## src/core/mids_pkg.sv

```systemverilog
// Shared constants, types and state codes for the memory and I/O decode block
package mids_pkg;

  localparam int MIDS_ADDR_W     = 16;
  localparam int MIDS_DATA_W     = 8;
  localparam int MIDS_BLOCKS     = 8;
  localparam int MIDS_IO_BASES   = 8;
  localparam int MIDS_ROM_ADDR_W = 15;
  localparam int MIDS_BLK_LSB    = 13;
  localparam int MIDS_SPI_BITS   = 8;

  // Window offsets, low five bits of the I/O address
  localparam logic [4:0] MIDS_OFS_UART2 = 5'h08;
  localparam logic [4:0] MIDS_OFS_SPI   = 5'h10;
  localparam logic [4:0] MIDS_OFS_CARD  = 5'h11;
  localparam logic [4:0] MIDS_OFS_PAR   = 5'h18;

  // Topmost base and the panel address carved out of it
  localparam logic [2:0] MIDS_TOP_BASE  = 3'h7;
  localparam logic [4:0] MIDS_PANEL_OFS = 5'h1f;

  localparam logic       MIDS_CARD_RST  = 1'h1;
  localparam logic [7:0] MIDS_PAR_RST   = 8'h00;
  localparam logic       MIDS_KILL_RST  = 1'h0;
  localparam logic [7:0] MIDS_RD_IDLE   = 8'h00;

  // Shifter timing
  localparam int MIDS_CLK_NS        = 5;
  localparam int MIDS_SPI_FREQ_KHZ  = 2000;
  localparam int MIDS_SPI_PERIOD_NS = 1000000 / MIDS_SPI_FREQ_KHZ;
  localparam int MIDS_SPI_HALF_CYC  = MIDS_SPI_PERIOD_NS / 2 / MIDS_CLK_NS;

  typedef enum logic {
    MIDS_KILL_CARD = 1'b0,
    MIDS_KILL_PAR  = 1'b1
  } mids_kill_src_t;

  typedef enum logic [1:0] {
    MIDS_SPI_IDLE = 2'b00,
    MIDS_SPI_LOW  = 2'b01,
    MIDS_SPI_HIGH = 2'b10
  } mids_spi_state_t;

  typedef struct packed {
    logic ram_cs;
    logic ram_we;
    logic rom_cs;
    logic ext_cs;
  } mids_mem_sel_t;

  typedef struct packed {
    logic uart1_cs;
    logic uart2_cs;
    logic ext_cs;
  } mids_io_sel_t;

  typedef struct packed {
    logic din_en;
    logic din_inbound;
    logic dout_en;
    logic dout_outbound;
  } mids_buf_ctl_t;

endpackage : mids_pkg

```

## src/core/mids_spi_shifter.sv

```systemverilog
// Eight-bit SPI master shifter, mode 0, most significant bit first
`timescale 1ns/100ps
module mids_spi_shifter
  import mids_pkg::*;
#(
  parameter int HALF_CYC = MIDS_SPI_HALF_CYC
) (
  input  wire logic       i_clk_sys,  // System clock
  input  wire logic       i_rst,      // Async reset, high
  input  wire logic       i_start,    // Load and start, one cycle
  input  wire logic [7:0] i_tx,       // Byte to send
  input  wire logic       i_miso,     // Serial data in
  output logic            o_sclk,     // Serial clock
  output logic            o_mosi,     // Serial data out
  output logic            o_busy,     // Transfer running
  output logic [7:0]      o_shift     // Shift register contents
);

  if (HALF_CYC < 1 || HALF_CYC > 65535) begin : g_bad_half
    $error("mids_spi_shifter: HALF_CYC out of range");
  end

  mids_spi_state_t state_reg, state_next;
  logic [15:0]     div_reg, div_next;
  logic [2:0]      bit_reg, bit_next;
  logic [7:0]      shift_reg, shift_next;
  logic            sclk_reg, sclk_next;
  logic            mosi_reg, mosi_next;
  logic            half_done;

  assign half_done = (div_reg == 16'(HALF_CYC - 1));

  always_comb begin
    state_next = state_reg;
    div_next   = half_done ? 16'h0000 : div_reg + 16'h0001;
    bit_next   = bit_reg;
    shift_next = shift_reg;
    sclk_next  = sclk_reg;
    mosi_next  = mosi_reg;
    case (state_reg)
      MIDS_SPI_IDLE: begin
        div_next = 16'h0000;
        if (i_start) begin
          shift_next = i_tx;
          mosi_next  = i_tx[7];
          bit_next   = 3'h0;
          state_next = MIDS_SPI_LOW;
        end
      end
      // RULE26 sample on rise
      MIDS_SPI_LOW: begin
        if (half_done) begin
          sclk_next  = 1'b1;
          shift_next = {shift_reg[6:0], i_miso};
          state_next = MIDS_SPI_HIGH;
        end
      end
      MIDS_SPI_HIGH: begin
        if (half_done) begin
          sclk_next = 1'b0;
          mosi_next = shift_reg[7];
          bit_next  = bit_reg + 3'h1;
          // RULE26 eight bits each
          state_next = (bit_reg == 3'(MIDS_SPI_BITS - 1)) ? MIDS_SPI_IDLE : MIDS_SPI_LOW;
        end
      end
      default: begin
        state_next = MIDS_SPI_IDLE;
        sclk_next  = 1'b0;
      end
    endcase
  end

  always_ff @(posedge i_clk_sys or posedge i_rst) begin
    if (i_rst) begin
      state_reg <= MIDS_SPI_IDLE;
      div_reg   <= 16'h0000;
      bit_reg   <= 3'h0;
      shift_reg <= 8'h00;
      sclk_reg  <= 1'b0;
      mosi_reg  <= 1'b0;
    end else begin
      state_reg <= state_next;
      div_reg   <= div_next;
      bit_reg   <= bit_next;
      shift_reg <= shift_next;
      sclk_reg  <= sclk_next;
      mosi_reg  <= mosi_next;
    end
  end

  assign o_sclk  = sclk_reg;
  assign o_mosi  = mosi_reg;
  assign o_busy  = (state_reg != MIDS_SPI_IDLE);
  assign o_shift = shift_reg;

endmodule : mids_spi_shifter

```

## src/core/mids_top.sv

```systemverilog
// Memory, I/O window, shadow ROM and bus steering decode for the board
// Contract
// RULE1: Each 8K block has own RAM enable.
// RULE2: ROM per block, 32K image mirrored upward.
// RULE3: Neither enabled goes external; RAM-only uses RAM.
// RULE4: ROM-only reads ROM, writes hidden RAM.
// RULE5: Both: shadow reads ROM, killed uses RAM.
// RULE6: Reset re-enables shadow ROM always.
// RULE7: Card-select mode kills on first select.
// RULE8: Parallel mode: output bit0 kills shadow.
// RULE9: Parallel output clears to zero on reset.
// RULE10: Card kill flop cleared only by reset.
// RULE11: One-hot base picks one of eight windows.
// RULE12: No base selected means no onboard I/O.
// RULE13: Addresses outside window go to backplane.
// RULE14: Top window excludes address 0xFF.
// RULE15: Offsets 0-7 first UART, 8-F second.
// RULE16: 0x10 write starts SPI, read returns data.
// RULE17: 0x11 latches bit0; zero selects card.
// RULE18: Reset sets card latch, clears kill flop.
// RULE19: 0x18 reads input, writes output port.
// RULE20: Decode taken from backplane side signals.
// RULE21: Slave mode holds local processor off.
// RULE22: Slave mode reverses data buffer directions.
// RULE23: Buffers steered by three configuration inputs.
// RULE24: Output strobe pulses on every port write.
// RULE25: SPI master near 2 MHz drives clock.
// RULE26: Eight bits, MSB first, one shift register.
`timescale 1ns/100ps
module mids_top
  import mids_pkg::*;
#(
  parameter int SPI_HALF_CYC = MIDS_SPI_HALF_CYC
) (
  input  wire logic                       i_clk_sys,              // System clock
  input  wire logic                       i_rst,                  // Async reset, high
  input  wire logic [MIDS_ADDR_W-1:0]     i_addr,                 // Backplane address
  input  wire logic [MIDS_DATA_W-1:0]     i_wdata,                // Backplane write data
  input  wire logic                       i_mem_rd,               // Memory read cycle
  input  wire logic                       i_mem_wr,               // Memory write, one cycle
  input  wire logic                       i_io_rd,                // I/O read cycle
  input  wire logic                       i_io_wr,                // I/O write, one cycle
  input  wire logic [MIDS_BLOCKS-1:0]     i_block_ram_enable,     // RAM enable per block
  input  wire logic [MIDS_BLOCKS-1:0]     i_block_rom_enable,     // ROM enable per block
  input  wire logic [MIDS_IO_BASES-1:0]   i_io_base_select,       // One-hot window base
  input  wire logic                       i_kill_source_select,   // 0 card, 1 parallel
  input  wire logic                       i_master_slave_select,  // 1 master, 0 slave
  input  wire logic                       i_panel_type_select,    // Front panel kind
  input  wire logic                       i_external_memory_select, // External memory
  input  wire logic                       i_spi_loopback_link,    // MOSI looped to MISO
  input  wire logic [MIDS_DATA_W-1:0]     i_parallel_in,          // Parallel input port
  input  wire logic                       i_spi_miso,             // SPI data in
  output mids_mem_sel_t                   o_mem_sel,              // Memory selects
  output logic [MIDS_ROM_ADDR_W-1:0]      o_rom_addr,             // Mirrored ROM address
  output mids_io_sel_t                    o_io_sel,               // I/O selects
  output logic [MIDS_DATA_W-1:0]          o_rdata,                // Onboard register data
  output logic                            o_rdata_valid,          // Register data valid
  output logic [MIDS_DATA_W-1:0]          o_parallel_out,         // Parallel output port
  output logic                            o_parallel_strobe,      // Output write pulse
  output logic                            o_card_select_n,        // Card select, low
  output logic                            o_shadow_active,        // Shadow ROM mapped
  output logic                            o_hold_req,             // Local hold request
  output mids_buf_ctl_t                   o_buf_ctl,              // Data buffer steering
  output logic                            o_spi_sclk,             // SPI clock
  output logic                            o_spi_mosi,             // SPI data out
  output logic                            o_spi_busy              // SPI transfer running
);

  if (SPI_HALF_CYC < 1 || SPI_HALF_CYC > 65535) begin : g_bad_half
    $error("mids_top: SPI_HALF_CYC out of range");
  end

  // Memory decode
  logic [2:0] blk;
  logic       blk_ram;
  logic       blk_rom;
  logic       shadow_on;
  logic       rom_read;
  logic       ram_read;
  logic       mem_write_onboard;

  // I/O decode
  logic [7:0] io_addr;
  logic [4:0] io_ofs;
  logic       base_onehot;
  logic       win_hit;
  logic       io_cycle;
  logic       hit_uart1;
  logic       hit_uart2;
  logic       hit_spi;
  logic       hit_card;
  logic       hit_par;

  // State
  mids_mem_sel_t              mem_sel_reg, mem_sel_next;
  logic [MIDS_ROM_ADDR_W-1:0] rom_addr_reg, rom_addr_next;
  mids_io_sel_t               io_sel_reg, io_sel_next;
  logic [7:0]                 rdata_reg, rdata_next;
  logic                       rvalid_reg, rvalid_next;
  logic [7:0]                 par_reg, par_next;
  logic                       strobe_reg, strobe_next;
  logic                       card_reg, card_next;
  logic                       kill_reg, kill_next;
  logic                       shadow_reg, shadow_next;
  logic                       hold_reg, hold_next;
  mids_buf_ctl_t              buf_reg, buf_next;

  // Shifter link
  logic       spi_start;
  logic       spi_miso_eff;
  logic       spi_mosi;
  logic       spi_sclk;
  logic       spi_busy;
  logic [7:0] spi_shift;

  // RULE20 backplane address
  assign blk     = i_addr[MIDS_ADDR_W-1:MIDS_BLK_LSB];
  assign io_addr = i_addr[7:0];
  assign io_ofs  = io_addr[4:0];

  // RULE1 per-block RAM
  assign blk_ram = i_block_ram_enable[blk];
  // RULE2 per-block ROM
  assign blk_rom = i_block_rom_enable[blk];

  // RULE8 parallel bit0 kill
  // RULE10 card kill flop
  assign shadow_on = (i_kill_source_select == MIDS_KILL_PAR) ? ~par_reg[0] : ~kill_reg;

  // RULE4 ROM-only reads ROM
  // RULE5 shadow reads ROM
  assign rom_read = blk_rom & (~blk_ram | shadow_on);
  // RULE3 RAM-only block
  assign ram_read = blk_ram & ~rom_read;
  // RULE4 hidden RAM written
  assign mem_write_onboard = blk_ram | blk_rom;

  // RULE11 one-hot base
  assign base_onehot = (i_io_base_select != 8'h00) &&
                       ((i_io_base_select & (i_io_base_select - 8'h01)) == 8'h00);
  // RULE12 no base, no onboard
  // RULE14 panel address excluded
  assign win_hit = base_onehot && i_io_base_select[io_addr[7:5]] &&
                   !((io_addr[7:5] == MIDS_TOP_BASE) && (io_ofs == MIDS_PANEL_OFS));

  assign io_cycle = i_io_rd | i_io_wr;
  // RULE15 UART selects
  assign hit_uart1 = win_hit && (io_ofs < MIDS_OFS_UART2);
  assign hit_uart2 = win_hit && (io_ofs >= MIDS_OFS_UART2) && (io_ofs < MIDS_OFS_SPI);
  assign hit_spi   = win_hit && (io_ofs == MIDS_OFS_SPI);
  assign hit_card  = win_hit && (io_ofs == MIDS_OFS_CARD);
  assign hit_par   = win_hit && (io_ofs == MIDS_OFS_PAR);

  // RULE16 write starts transfer
  assign spi_start    = i_io_wr & hit_spi;
  assign spi_miso_eff = i_spi_loopback_link ? spi_mosi : i_spi_miso;

  // Memory decode registered
  always_comb begin
    mem_sel_next = '0;
    rom_addr_next = i_addr[MIDS_ROM_ADDR_W-1:0];
    if (i_mem_rd) begin
      mem_sel_next.rom_cs = rom_read;
      mem_sel_next.ram_cs = ram_read;
      // RULE3 leave to backplane
      mem_sel_next.ext_cs = ~rom_read & ~ram_read;
    end else if (i_mem_wr) begin
      // RULE5 writes into RAM
      mem_sel_next.ram_cs = mem_write_onboard;
      mem_sel_next.ram_we = mem_write_onboard;
      mem_sel_next.ext_cs = ~mem_write_onboard;
    end
  end

  always_ff @(posedge i_clk_sys or posedge i_rst) begin
    if (i_rst) begin
      mem_sel_reg  <= '0;
      rom_addr_reg <= '0;
    end else begin
      mem_sel_reg  <= mem_sel_next;
      rom_addr_reg <= rom_addr_next;
    end
  end

  // I/O decode and onboard registers
  always_comb begin
    io_sel_next = '0;
    rdata_next  = MIDS_RD_IDLE;
    rvalid_next = 1'b0;
    par_next    = par_reg;
    strobe_next = 1'b0;
    card_next   = card_reg;
    kill_next   = kill_reg;
    if (io_cycle) begin
      io_sel_next.uart1_cs = hit_uart1;
      io_sel_next.uart2_cs = hit_uart2;
      // RULE13 outside window external
      io_sel_next.ext_cs = ~win_hit;
    end
    if (i_io_rd && win_hit && !hit_uart1 && !hit_uart2) begin
      rvalid_next = 1'b1;
      // RULE16 read shift contents
      if (hit_spi) begin
        rdata_next = spi_shift;
      // RULE19 read parallel input
      end else if (hit_par) begin
        rdata_next = i_parallel_in;
      end
    end
    if (i_io_wr) begin
      // RULE17 latch bit0 only
      if (hit_card) begin
        card_next = i_wdata[0];
      end
      // RULE19 write parallel output
      // RULE24 strobe per write
      if (hit_par) begin
        par_next    = i_wdata;
        strobe_next = 1'b1;
      end
    end
    // RULE7 first select kills
    // RULE10 sticky until reset
    if ((i_kill_source_select == MIDS_KILL_CARD) && !card_next) begin
      kill_next = 1'b1;
    end
  end

  // RULE6 reset restores shadow
  // RULE9 parallel port cleared
  // RULE18 card latch set
  always_ff @(posedge i_clk_sys or posedge i_rst) begin
    if (i_rst) begin
      io_sel_reg <= '0;
      rdata_reg  <= MIDS_RD_IDLE;
      rvalid_reg <= 1'b0;
      par_reg    <= MIDS_PAR_RST;
      strobe_reg <= 1'b0;
      card_reg   <= MIDS_CARD_RST;
      kill_reg   <= MIDS_KILL_RST;
    end else begin
      io_sel_reg <= io_sel_next;
      rdata_reg  <= rdata_next;
      rvalid_reg <= rvalid_next;
      par_reg    <= par_next;
      strobe_reg <= strobe_next;
      card_reg   <= card_next;
      kill_reg   <= kill_next;
    end
  end

  // Mode and bus steering, recomputed every cycle from the straps, the kill state and the current bus cycle
  always_comb begin
    shadow_next = shadow_on;
    // RULE21 hold in slave mode
    hold_next = ~i_master_slave_select;
    buf_next  = '0;
    // RULE22 slave reverses direction
    buf_next.din_inbound   = i_master_slave_select;
    buf_next.dout_outbound = i_master_slave_select;
    // RULE23 three inputs steer
    if (i_master_slave_select) begin
      buf_next.dout_en = i_mem_wr | i_io_wr;
      buf_next.din_en  = (i_mem_rd & (~(rom_read | ram_read) | i_external_memory_select)) |
                         (i_io_rd & (~win_hit | i_panel_type_select));
    end else begin
      buf_next.din_en  = (i_mem_wr & mem_write_onboard) | (i_io_wr & win_hit);
      buf_next.dout_en = (i_mem_rd & (rom_read | ram_read) & ~i_external_memory_select) |
                         (i_io_rd & win_hit);
    end
  end

  always_ff @(posedge i_clk_sys or posedge i_rst) begin
    if (i_rst) begin
      shadow_reg <= 1'b1;
      hold_reg   <= 1'b0;
      buf_reg    <= '0;
    end else begin
      shadow_reg <= shadow_next;
      hold_reg   <= hold_next;
      buf_reg    <= buf_next;
    end
  end

  // RULE25 shifter near 2 MHz
  mids_spi_shifter #(
    .HALF_CYC (SPI_HALF_CYC)
  ) u_spi (
    .i_clk_sys (i_clk_sys),
    .i_rst     (i_rst),
    .i_start   (spi_start),
    .i_tx      (i_wdata),
    .i_miso    (spi_miso_eff),
    .o_sclk    (spi_sclk),
    .o_mosi    (spi_mosi),
    .o_busy    (spi_busy),
    .o_shift   (spi_shift)
  );

  assign o_mem_sel         = mem_sel_reg;
  assign o_rom_addr        = rom_addr_reg;
  assign o_io_sel          = io_sel_reg;
  assign o_rdata           = rdata_reg;
  assign o_rdata_valid     = rvalid_reg;
  assign o_parallel_out    = par_reg;
  assign o_parallel_strobe = strobe_reg;
  assign o_card_select_n   = card_reg;
  assign o_shadow_active   = shadow_reg;
  assign o_hold_req        = hold_reg;
  assign o_buf_ctl         = buf_reg;
  assign o_spi_sclk        = spi_sclk;
  assign o_spi_mosi        = spi_mosi;
  assign o_spi_busy        = spi_busy;

endmodule : mids_top

```

## config.mk

```make
export PLATFORM = sky130hd
export DESIGN_NAME = mids_top
export DESIGN_NICKNAME = d
export VERILOG_FILES = /design/src/core/mids_pkg.sv /design/src/core/mids_spi_shifter.sv /design/src/core/mids_top.sv
export SDC_FILE = /design/constraint.sdc
export NUM_CORES = 1
export LEC_CHECK = 0
export BUFFER_PORTS_ARGS = -buffer_cell sky130_fd_sc_hd__buf_2
export CORE_ASPECT_RATIO = 0.6
export CORE_UTILIZATION = 25
export DETAILED_ROUTE_END_ITERATION = 12
export MAX_ROUTING_LAYER = met4
export SLEW_MARGIN = 10
export SYNTH_ARGS = -nofsm -noshare
export SYNTH_HDL_FRONTEND = slang
export SYNTH_SLANG_ARGS = --single-unit
```

## constraint.sdc

```tcl
create_clock -name i_clk_sys -period 3 [get_ports i_clk_sys]
set_input_delay 0.3 -clock i_clk_sys [delete_from_list [all_inputs] [get_ports i_clk_sys]]
set_output_delay 0.3 -clock i_clk_sys [all_outputs]
set_load 0.05 [all_outputs]
```

* Yosys cells after proc, flatten, opt, wreduce, memory -nomap -nowiden
Cells that the tools add are included.
Widths: inputs -> output; s select.
** Operators by class
- Add/subtract/negate cells :: 3
- Order comparisons :: 5
- Eq/ne operators :: 12
- Multiplexer cells :: 44
- Bitwise gates (word level) :: 34
- Reductions and logical operators :: 29
** Operators with widths (number)
- $mux 8 :: 5
- $mux 16 :: 2
- $mux 1 :: 22
- $eq 5x5->1 const B :: 4
- $add 16x1->16 const B :: 1
- $eq 16x6->1 const B :: 1
- $pmux 8 s2 :: 1
- $logic_and 1x1->1 :: 14
- $not 1->1 :: 12
- $reduce_and 3->1 :: 4
- $and 1x1->1 :: 11
- $or 1x1->1 :: 10
- $bmux 1 s3 :: 3
- $mux 3 :: 3
- $and 8x8->8 :: 1
- $logic_not 8->1 :: 1
- $lt 3x4->1 const B :: 2
- $mux 2 :: 4
- $reduce_bool 8->1 :: 1
- $sub 8x1->8 const B :: 1
- $eq 3x3->1 const B :: 2
- $pmux 2 s3 :: 1
- $pmux 3 s2 :: 1
- $reduce_bool 2->1 :: 3
- 13 further kinds :: 17
** Storage, ports and cells
- Register bits after elaboration :: 78

* Longest topological paths before layout
Gate-level depths: netlist of run 1.
- Word-level depth :: 13
- Gate-level depth with buffers :: 8
- Mapped depth without buffers :: 7

* Hierarchy
Synthesis of run 1 repeated with hierarchy kept, for this count alone.
** Second synthesis, totals
- Cell total of the unflattened synthesis :: 293
- Area total of the unflattened synthesis :: 3579.7 um^2
** Modules (own cells, without submodules)
- mids_top :: instances 1, cells each 148, area an instance 2016.9 um^2, seq. area each 1178.6 um^2
- mids_spi_shifter :: instances 1, cells each 145, area an instance 1562.7 um^2, seq. area each 775.7 um^2

* Least setup slack after synthesis of run 1
No wires, ideal clock.
- Path type :: input-to-reg
- From :: in i_io_base_select[5]
- To :: reg par_reg[0] (netlist: o_parallel_out[0])
- Library setup time :: 0.125 ns
- Data arrival time :: 1.996 ns
- Slack :: 0.879 ns
- Stages :: 6
- Buffers on the path :: 0
- Path through :: or2_0 -> or4_1 -> nand3_1 -> o21ai_2 -> nor4_4 -> mux2_2
** Between the ends
- Word-level cells in the longest chain between the ends :: 8
** Ends and longest elaborated chain
- from (decl) :: RTL line mids_top.sv:45 : input wire logic [MIDS_IO_BASES-1:0] i_io_base_select,
- $sub 8x1->8 :: RTL line mids_top.sv:140 : ((i_io_base_select & (i_io_base_select - 8'h01)) == 8'h00);
- $and 8x8->8 :: RTL line mids_top.sv:140
- $logic_not 8->1 :: RTL line mids_top.sv:140
- $logic_and 1x1->1 :: RTL line mids_top.sv:139 : assign base_onehot = (i_io_base_select != 8'h00) &&
- $logic_and 1x1->1 (*) (2 in series) :: RTL line mids_top.sv:143 : assign win_hit = base_onehot && i_io_base_select[io_addr[7:5]] &&
- $logic_and 1x1->1 (*) :: RTL line mids_top.sv:152 : assign hit_par = win_hit && (io_ofs == MIDS_OFS_PAR);
- $reduce_and 2->1 (no line) (*)
- to (signal assigned) :: RTL line mids_top.sv:245 : par_reg <= par_next;
- to (decl) :: RTL line mids_top.sv:100 : logic [7:0] par_reg, par_next;
Every way passes the cells marked *; elsewhere a longest branch is shown, timed or not. The select of a mux whose other input is x is not followed.
A chain may end at the register's enable or synchronous reset.

* Final worst setup path of run 1
- From :: reg u_spi.div_reg[1]
- To :: reg u_spi.shift_reg[0] (netlist: u_spi.o_shift[0])
** Between the ends
- Word-level cells in the longest chain between the ends :: 3
** Ends and longest elaborated chain
- from (decl) :: RTL line mids_spi_shifter.sv:24 : logic [15:0] div_reg, div_next;
- from (signal assigned) :: RTL line mids_spi_shifter.sv:84 : div_reg <= div_next;
- $eq 16x6->1 :: RTL line mids_spi_shifter.sv:31 : assign half_done = (div_reg == 16'(HALF_CYC - 1));
- $ne 2x1->1 (no line)
- $reduce_and 3->1 (no line)
- to (signal assigned) :: RTL line mids_spi_shifter.sv:86 : shift_reg <= shift_next;
- to (decl) :: RTL line mids_spi_shifter.sv:26 : logic [7:0] shift_reg, shift_next;
Every way passes these cells.

==> results_dict.tcl, run 1 <==
set metrics [dict create \
    cts_hold_buf 0 \
    worstPathCellList "inv_1 > ha_1 > nor4b_1 > nand4_1 > nor2_1 > a21oi_1 > mux2_2" \
    track_usage 0.134 \
    regToRegSetupSlack_ns 0.75 \
    worstPathRequired_ns 3.23 \
    gr-total-overflow 0 \
    endpoint "u_spi.o_shift[0]" \
    cts_tree "yes" \
    cp-startpoint "u_spi.div_reg[1]" \
    die_w_um 155 \
    multi_input_area_mm2 0.00146 \
    drtIter0Drc 141 \
    post_cts_resized 0 \
    synth_edf_count 0 \
    slew_violations 0 \
    seq_power_share 0.414 \
    cts_max_level 3 \
    async_flop_share 1.00 \
    status "completed" \
    fin_nets 510 \
    regArea_mm2 0.00195 \
    ys_ff_latch 78 \
    drive_gt1_frac 0.375 \
    wl_um 9140 \
    crit_arrival_ns 2.47 \
    design.die.area_mm2 0.0145 \
    slowest_delay_ns 0.54 \
    skew_ns 0.00648 \
    reg2reg_depth 7 \
    power_switching_uw 639 \
    n_fill_cell 1371 \
    cp_num_buf_inv 1 \
    largest_reg_flops 16 \
    critPathSlowestCell "nor2_1" \
    clockRootBuffer "clkbuf_16" \
    netlist_instances 313 \
    hold_violations 0 \
    synth-main-ff-cell "dfrtp_1" \
    drc 0 \
    worstSkewPairLatency_ns 0.34 \
    fmax_mhz 445 \
    tightest_slew_ns 0.706 \
    final_antenna_net_count 0 \
    start_util 0.256 \
    cp-end-kind "flip-flop" \
    tns_ns 0 \
    finalSetupViolCount 0 \
    relSlewSlack 0.529 \
    coreArea_mm2 0.0137 \
    cts_buffers 9 \
    hold_class "in -> async" \
    synth_cell_type_count 44 \
    vdd_drop_max_mv 0.315 \
    power.internal_uw 1990 \
    grt_pass1_vias 2717 \
    clock_power_share 0.477 \
    n_antenna_cell 0 \
    die-height_um 93.7 \
    row_count 33 \
    avgSynthCellArea_um2 11.2 \
    io_pins 118 \
    crit_fanout 9 \
    critPathTopFamily "simple AND/OR/NAND/NOR gates" \
    synthToLayoutAreaGrowth_pct 33.7 \
    leakage_uw 0.00224 \
    clkTransAtPathRegs_ns 0.06 \
    post_cts_buffers 0 \
    hpwl_um 7010 \
    viasPerCell 4.50 \
    cap_violations 0 \
    dp_slack_ns 0.464 \
    timing.final.crit_period_ns 2.25 \
    critPathKind "reg -> reg" \
    cts_num_sinks 78 \
    rr_endpoint "u_spi.o_shift[0]" \
    grt_start_max_net_pins 42 \
    grt_setup_unrepaired "false" \
    seq_area_frac_synth 0.558 \
    powerDensity_mw_per_mm2 561 \
    cp-start-kind "flip-flop" \
    num_vias 2857 \
    syn_area_mm2 0.00350 \
    syn_nets 385 \
    r2r-start "u_spi.div_reg[1]" \
    setup_ws_ns 0.753 \
    cp_num_cells 7 \
    yosys_warnings 0 \
    finalCritPeriodShare 0.749 \
    dr.pass1.iters 5 \
    postLayoutCoreUtil 0.343 \
    antenna_found_initial 0 \
    power.share.combinational 0.109 \
    place_congestion 0.897 \
    sw_frac_of_total 0.243 \
    fin_hold_ws_ns 0.0441 \
    clock_path_buffers 2 \
    grt_first_pass_wirelength_um 14300 \
    port_buffers 117 \
    drt-wirelength-per-cell_um 14.4 \
]
cells in the mapped netlist (all sizes together) (6+ instances only):
master,n,share of area
o21ai,7,0.011
nor2,50,0.054
xnor2,7,0.017
nor4b,6,0.015
nor4,8,0.020
a21oi,7,0.010
dfrtp,76,0.54
a211oi,19,0.042
mux2,15,0.048
nand2,24,0.026
xor2,7,0.017
inv,15,0.016
mux2i,10,0.029
metal layers:
metal  up-vias  global-route usage  part of all wire
met5         -                   -                 0
met1      1392               0.182              0.50
li1       1359                   -                 -
met4         0              0.0503             0.019
met3        11              0.0369             0.057
met2        95               0.190              0.42
final cells by class:
| cell class | count | share of cell area |
|---|---|---|
| Clock inverter | 5 | 0.0230 |
| Clock buffer | 11 | 0.0497 |
| Tap cell | 192 | 0.0513 |
| Multi-Input combinational cell | 212 | 0.311 |
| Timing Repair Buffer | 122 | 0.136 |
| Sequential cell | 78 | 0.417 |
| Inverter | 15 | 0.0123 |
through the flow:
step	instance area, um2	power (uW)	cells
floorplan	3500	1280	313
global placement	4350	1390	619
detailed placement	4350	1400	619
CTS	4690	2660	635
global route	4690	2720	635
finish	4690	2630	635
how the worst min path moves through the flow:
stage,from,endpoint,cells after the start
finish,i_rst,o_mem_sel[3],2
global route,i_addr[10],o_rom_addr[10],1
CTS,i_addr[12],o_rom_addr[12],1
detailed placement,i_addr[12],o_rom_addr[12],1
global placement,i_addr[10],o_rom_addr[10],1
floorplan,i_master_slave_select,o_buf_ctl[0],0
layout by cell type (no fill, tap or decap), types with 7 or more instances in the layout:
cell and n:
buf_2 117, dfrtp_1 76, nor2_1 50, nand2_1 24
a211oi_1 18, mux2_2 15, inv_1 14, mux2i_1 10
clkbuf_16 9, a21oi_1 7, xor2_1 7, xnor2_1 7
power by group through the flow:
stage | logic, uW | registers [uW] | clock network, uW
after floorplan | 88.7 | 1190 | 0
after global placement | 285 | 1110 | 0
after detailed placement | 289 | 1110 | 0
after CTS | 290 | 1090 | 1280
after global routing | 307 | 1090 | 1330
final | 285 | 1090 | 1250
cell families (layout without fill, tap and decap cells):
logic type | count (synthesis) | count (layout) | share of synthesized area
buffers and inverters | 23 | 153 | 0.0264
xor gates and xnor gates | 14 | 14 | 0.0350
DFF | 78 | 78 | 0.558
AOI/OAI and AO/OA | 44 | 44 | 0.0871
adders and majority gates | 5 | 5 | 0.0171
muxes | 30 | 30 | 0.109
and+or+nand+nor | 119 | 119 | 0.168
Power figures use the tool's default switching activity.
==> run 2, diff against run 1 <==
==> constraint.sdc (replaced) <==
create_clock -name i_clk_sys -period 2.1 [get_ports i_clk_sys]
set_input_delay 0.21 -clock i_clk_sys [delete_from_list [all_inputs] [get_ports i_clk_sys]]
set_output_delay 0.21 -clock i_clk_sys [all_outputs]
set_load 0.05 [all_outputs]
==> results_dict.tcl, run 2 (same netlist as run 1, synthesis figures left out) <==
set metrics [dict create \
    cap_violations 0 \
    n_antenna_cell 0 \
    critPathSlowestCell "dfrtp_1" \
    die-height_um 93.7 \
    critPathKind "reg -> reg" \
    hold_violations 0 \
    cts_max_level 3 \
    regToRegSetupSlack_ns 0.18 \
    tightest_slew_ns 0.640 \
    num_vias 2900 \
    whs_endpoint "o_rom_addr[1]" \
    synthToLayoutAreaGrowth_pct 39.8 \
    worstSkewPairLatency_ns 0.33 \
    grt_start_max_net_pins 28 \
    sw_frac_of_total 0.247 \
    vdd_drop_max_mv 0.351 \
    fmax_mhz 522 \
    clkTransAtPathRegs_ns 0.06 \
    holdPathStages 1 \
    drc 0 \
    power.total_uw 3670 \
    viasPerCell 4.41 \
    mostFrequentLayoutCell "buf_2" \
    reg2reg_depth 9 \
    worstHoldStart "i_addr[1]" \
    io_pins 118 \
    drt-wirelength-per-cell_um 14.1 \
    postLayoutCoreUtil 0.358 \
    gr-total-overflow 0 \
    powerDensity_mw_per_mm2 750 \
    cts_num_sinks 78 \
    power_switching_uw 906 \
    slew_violations 0 \
    grt_first_pass_wirelength_um 15100 \
    place_congestion 0.811 \
    dr.pass1.iters 4 \
    hpwl_um 7310 \
    worstPathRequired_ns 2.33 \
    worstPathCellList "inv_1 > ha_1 > nor4b_1 > nand4_1 > buf_4 > nor2_1 > buf_4 > a211oi_1 > a211oi_1" \
    leakage_uw 0.00234 \
    cts_tree "yes" \
    cp-end-kind "flip-flop" \
    cts_buffers 9 \
    tns_ns 0 \
    fin_hold_ws_ns 0.0230 \
    port_buffers 117 \
    crit_arrival_ns 2.15 \
    skew_ns 0.00636 \
    track_usage 0.141 \
    slowest_delay_ns 0.42 \
    power.share.combinational 0.119 \
    critPathTopFamily "simple AND/OR/NAND/NOR gates" \
    start_util 0.256 \
    coreArea_mm2 0.0137 \
    hold_class "in -> reg" \
    fin_nets 533 \
    clockRootBuffer "clkbuf_16" \
    wl_um 9310 \
    final_cell_mix "buf_2, dfrtp_1, nor2_1" \
    r2r-start "u_spi.div_reg[1]" \
    final_antenna_net_count 0 \
    rr_endpoint "u_spi.o_shift[5]" \
    power.internal_uw 2770 \
    seq_power_share 0.423 \
    clock_power_share 0.458 \
    drive_gt1_frac 0.395 \
    n_fill_cell 1360 \
    largest_reg_flops 16 \
    clock_path_buffers 2 \
    design.die.area_mm2 0.0145 \
    row_count 33 \
    finalCritPeriodShare 0.913 \
    die_w_um 155 \
    drtIter0Drc 144 \
    grt_pass1_vias 2957 \
    crit_fanout 8 \
    status "completed" \
    cp_num_buf_inv 3 \
    relSlewSlack 0.573 \
    finalSetupViolCount 0 \
    timing.final.crit_period_ns 1.92 \
    cp-start-kind "flip-flop" \
    antenna_found_initial 0 \
]
-- run 2: changes by cell type in the layout (fill, tap and decap cells not counted), sizes merged --
cell / previous run / this run
buf: 122 / 139
bufinv: 3 / 2
clkinv: 3 / 0
clkinvlp: 0 / 4
dlygate4sd3: 0 / 6
-- run 2: worst register-to-register path, cell delays in order (launching register included) --
cell and delay, ns:
dfrtp_1 0.42, inv_1 0.08, ha_1 0.14, nor4b_1 0.25, nand4_1 0.13, buf_4 0.18, nor2_1 0.13, buf_4 0.19
a211oi_1 0.06, a211oi_1 0.24
-- run 2: per-layer routing --
metal	GRT usage	part of all wire
met5	-	0
met4	0.0355	0.0074
met3	0.0438	0.067
met2	0.198	0.43
met1	0.194	0.49
-- run 2: layout make-up --
| class | instances | area (um2) | area share |
|---|---|---|---|
| Clock buffer | 11 | 243 | 0.0496 |
| Clock inverter | 5 | 82.6 | 0.0169 |
| Inverter | 15 | 60.1 | 0.0123 |
| Multi-Input combinational cell | 212 | 1460 | 0.298 |
| Sequential cell | 78 | 1950 | 0.399 |
| Tap cell | 192 | 240 | 0.0490 |
| Timing Repair Buffer | 145 | 861 | 0.176 |
-- run 2: worst max path at each step --
stage	to	cells after the start	slack (ns)	from
6_report	u_spi.o_shift[5]	9	0.18	u_spi.div_reg[1]
2_1_floorplan	o_parallel_out[0]	6	0.07	i_io_base_select[5]
3_5_place_dp	o_parallel_out[3]	7	-0.09	i_io_base_select[0]
3_3_place_gp	o_parallel_out[6]	7	-0.08	i_io_base_select[0]
5_1_grt	u_spi.o_shift[2]	9	-0.006	u_spi.div_reg[1]
4_1_cts	u_spi.o_shift[3]	8	0.08	u_spi.div_reg[1]
-- run 2: repair_timing --
action | in CTS | in global routing
setup buffers | 0 | 1
gates resized for setup | 0 | 0
setup endpoints to repair | 0 | 9
hold buffers | 6 | 0
endpoints found under the hold margin | 29 | 0
-- run 2: power by group through the flow --
stage / Sequential [uW] / Combinational [uW] / Clock, uW
after global placement: 1580 / 425 / 0
after floorplan: 1700 / 127 / 0
final: 1550 / 436 / 1680
after global routing: 1560 / 474 / 1780
after CTS: 1550 / 443 / 1730
after detailed placement: 1580 / 433 / 0
-- run 2: stage by stage --
stage | cell area (um2) | instances | setup WS [ns]
4_1_cts | 4890 | 657 | 0.0786
3_5_place_dp | 4510 | 635 | -0.0874
2_1_floorplan | 3510 | 313 | 0.0689
3_3_place_gp | 4510 | 635 | -0.0781
5_1_grt | 4900 | 658 | -0.00570
6_report | 4900 | 658 | 0.183
==> run 3, diff against run 2 <==
--- a/config.mk
+++ b/config.mk
@@ -5,6 +5,7 @@
 export SDC_FILE = /design/constraint.sdc
 export NUM_CORES = 1
 export LEC_CHECK = 0
+export ABC_AREA = 1
 export BUFFER_PORTS_ARGS = -buffer_cell sky130_fd_sc_hd__buf_2
 export CORE_ASPECT_RATIO = 0.6
 export CORE_UTILIZATION = 25
==> results_dict.tcl, run 3 <==
set metrics [dict create \
    finalSetupViolCount 0 \
    grt_use_met1 0.209 \
    grt_pass1_vias 3206 \
    yosysMostFrequentCell "nand2_1" \
    grt_use_met2 0.181 \
    cts_max_level 3 \
    leakage_uw 0.00259 \
    grt_start_max_net_pins 28 \
    avgSynthCellArea_um2 8.23 \
    crit_arrival_ns 2.04 \
    holdPathStages 1 \
    met3_usage 0.0376 \
    grt.busiest_layer "met1" \
    hold_class "in -> reg" \
    synth.largest_area_cell "dfrtp_1" \
    synth_area_leaders "dfrtp_1, nand2_1, nor2_1" \
    fmax_mhz 548 \
    tightest_slew_ns 0.678 \
    port_buffers 117 \
    yosys_warnings 0 \
    syn_nets 533 \
    ys_ff_latch 78 \
    grt_first_pass_wirelength_um 16600 \
    drtIter0Drc 168 \
    hpwl_um 7650 \
    row_count 34 \
    tns_ns 0 \
    async_flop_share 1.00 \
    clkTransAtPathRegs_ns 0.06 \
    r2r-start "u_spi.div_reg[2]" \
    antenna_found_initial 2 \
    design.die.area_mm2 0.0157 \
    place_congestion 0.800 \
    powerDensity_mw_per_mm2 700 \
    clockRootBuffer "clkbuf_16" \
    cts_buffers 9 \
    postLayoutCoreUtil 0.345 \
    worstSkewPairLatency_ns 0.34 \
    regToRegSetupSlack_ns 0.28 \
    worstPathRequired_ns 2.31 \
    die_w_um 161 \
    critPathKind "reg -> reg" \
    gr-total-overflow 0 \
    seq_area_frac_synth 0.515 \
    wl_um 9910 \
    cp-end-kind "flip-flop" \
    fin_nets 672 \
    stdcell_area_mm2 0.00507 \
    final_antenna_net_count 0 \
    viasPerCell 4.23 \
    grt_setup_unrepaired "false" \
    cts_num_sinks 78 \
    clock_path_buffers 2 \
    vdd_drop_max_mv 0.334 \
    io_pins 118 \
    placed_area_mm2 0.00468 \
    finalCritPeriodShare 0.868 \
    reg2reg_depth 7 \
    skew_ns 0.0112 \
    rr_endpoint "u_spi.div_reg[11]" \
    syn_area_mm2 0.00380 \
    slew_violations 0 \
    relSlewSlack 0.547 \
    cp-start-kind "flip-flop" \
    cap_violations 0 \
    coreArea_mm2 0.0147 \
    synth_common_cells "nand2_1, dfrtp_1, nor2_1" \
    synth_edf_count 0 \
    mostFrequentLayoutCell "buf_2" \
    cp-startpoint "u_spi.div_reg[2]" \
    drt-wirelength-per-cell_um 12.3 \
    endpoint "u_spi.div_reg[11]" \
    yosys.area.top_type_share 0.501 \
    hold_violations 0 \
    largest_reg_flops 16 \
    track_usage 0.139 \
    crit_fanout 5 \
    netlist_instances 461 \
    num_vias 3406 \
    status "completed" \
    cts_tree "yes" \
    final_cell_mix "buf_2, nand2_1, dfrtp_1" \
    timing.final.crit_period_ns 1.82 \
    start_util 0.259 \
    dr.pass1.iters 4 \
    die-height_um 97.5 \
    drc 0 \
    synthToLayoutAreaGrowth_pct 33.5 \
    synth_cell_type_count 35 \
    synth-main-ff-cell "dfrtp_1" \
    drive_gt1_frac 0.304 \
]
[run 3: worst max-delay path, cell delays in order, from the launching register on]
cell and delay [ns]:
dfrtp_1 0.42, nand4_1 0.19, nor2_1 0.26, nand3_1 0.16
nor3_1 0.27, nand2_1 0.16, o21ai_0 0.19, a21oi_1 0.06
[run 3: per-stage QoR]
stage               hold WS, ns  std cells  worst slack (ns)  total power (uW)
global route             0.0144        805           0.00908              3700
floorplan                 0.241        461             0.492              1810
global placement          0.319        779             0.319              1980
detailed placement        0.320        779             0.265              1980
finish                   0.0280        805             0.276              3550
CTS                      0.0114        801             0.251              3600
[run 3: per-layer routing]
| layer | vias up | routed length (um) |
|---|---|---|
| met5 | - | 0 |
| met4 | 0 | 63 |
| met3 | 8 | 605 |
| met2 | 91 | 3840 |
| met1 | 1542 | 5390 |
| li1 | 1765 | - |
[run 3: cell families after synthesis]
kind of cell,Yosys count,synth area share
flip-flops,78,0.515
adder cells (fa/ha/maj),4,0.0132
XOR/XNOR,3,0.00692
AO/OA/AOI/OAI,65,0.0956
buffers and inverters,71,0.0784
AND/OR/NAND/NOR,240,0.291
[run 3: worst min path at each step]
stage                          startpoint              to  slack, ns
finish                          i_addr[7]   o_rom_addr[7]       0.03
global route        i_master_slave_select    o_buf_ctl[0]       0.01
CTS                 i_master_slave_select    o_buf_ctl[0]       0.01
detailed placement             i_addr[12]  o_rom_addr[12]       0.32
global placement               i_addr[10]  o_rom_addr[10]       0.32
floorplan           i_master_slave_select    o_buf_ctl[0]       0.24
[run 3: power breakdown]
| part | internal (uW) | switching, uW | total (uW) |
|---|---|---|---|
| clock | 939 | 654 | 1590 |
| sequential | 1530 | 8.25 | 1540 |
| combinational | 125 | 286 | 411 |
| total | 2600 | 948 | 3550 |
[run 3: final cells by class]
type	count	area, um2
timing repair buffer	136	768
tap	198	248
inverter	63	240
sequential	78	1950
antenna	2	5.00
clock inverter	7	81.3
clock buffer	9	225
fill	1566	9610
multi-input combinational	312	1550
[run 3: what timing repair did]
item,CTS,global route
hold endpoints to repair,27,0
hold buffers,6,0
endpoints found under the setup margin,0,1
resized for setup,0,1
setup buffers,0,2
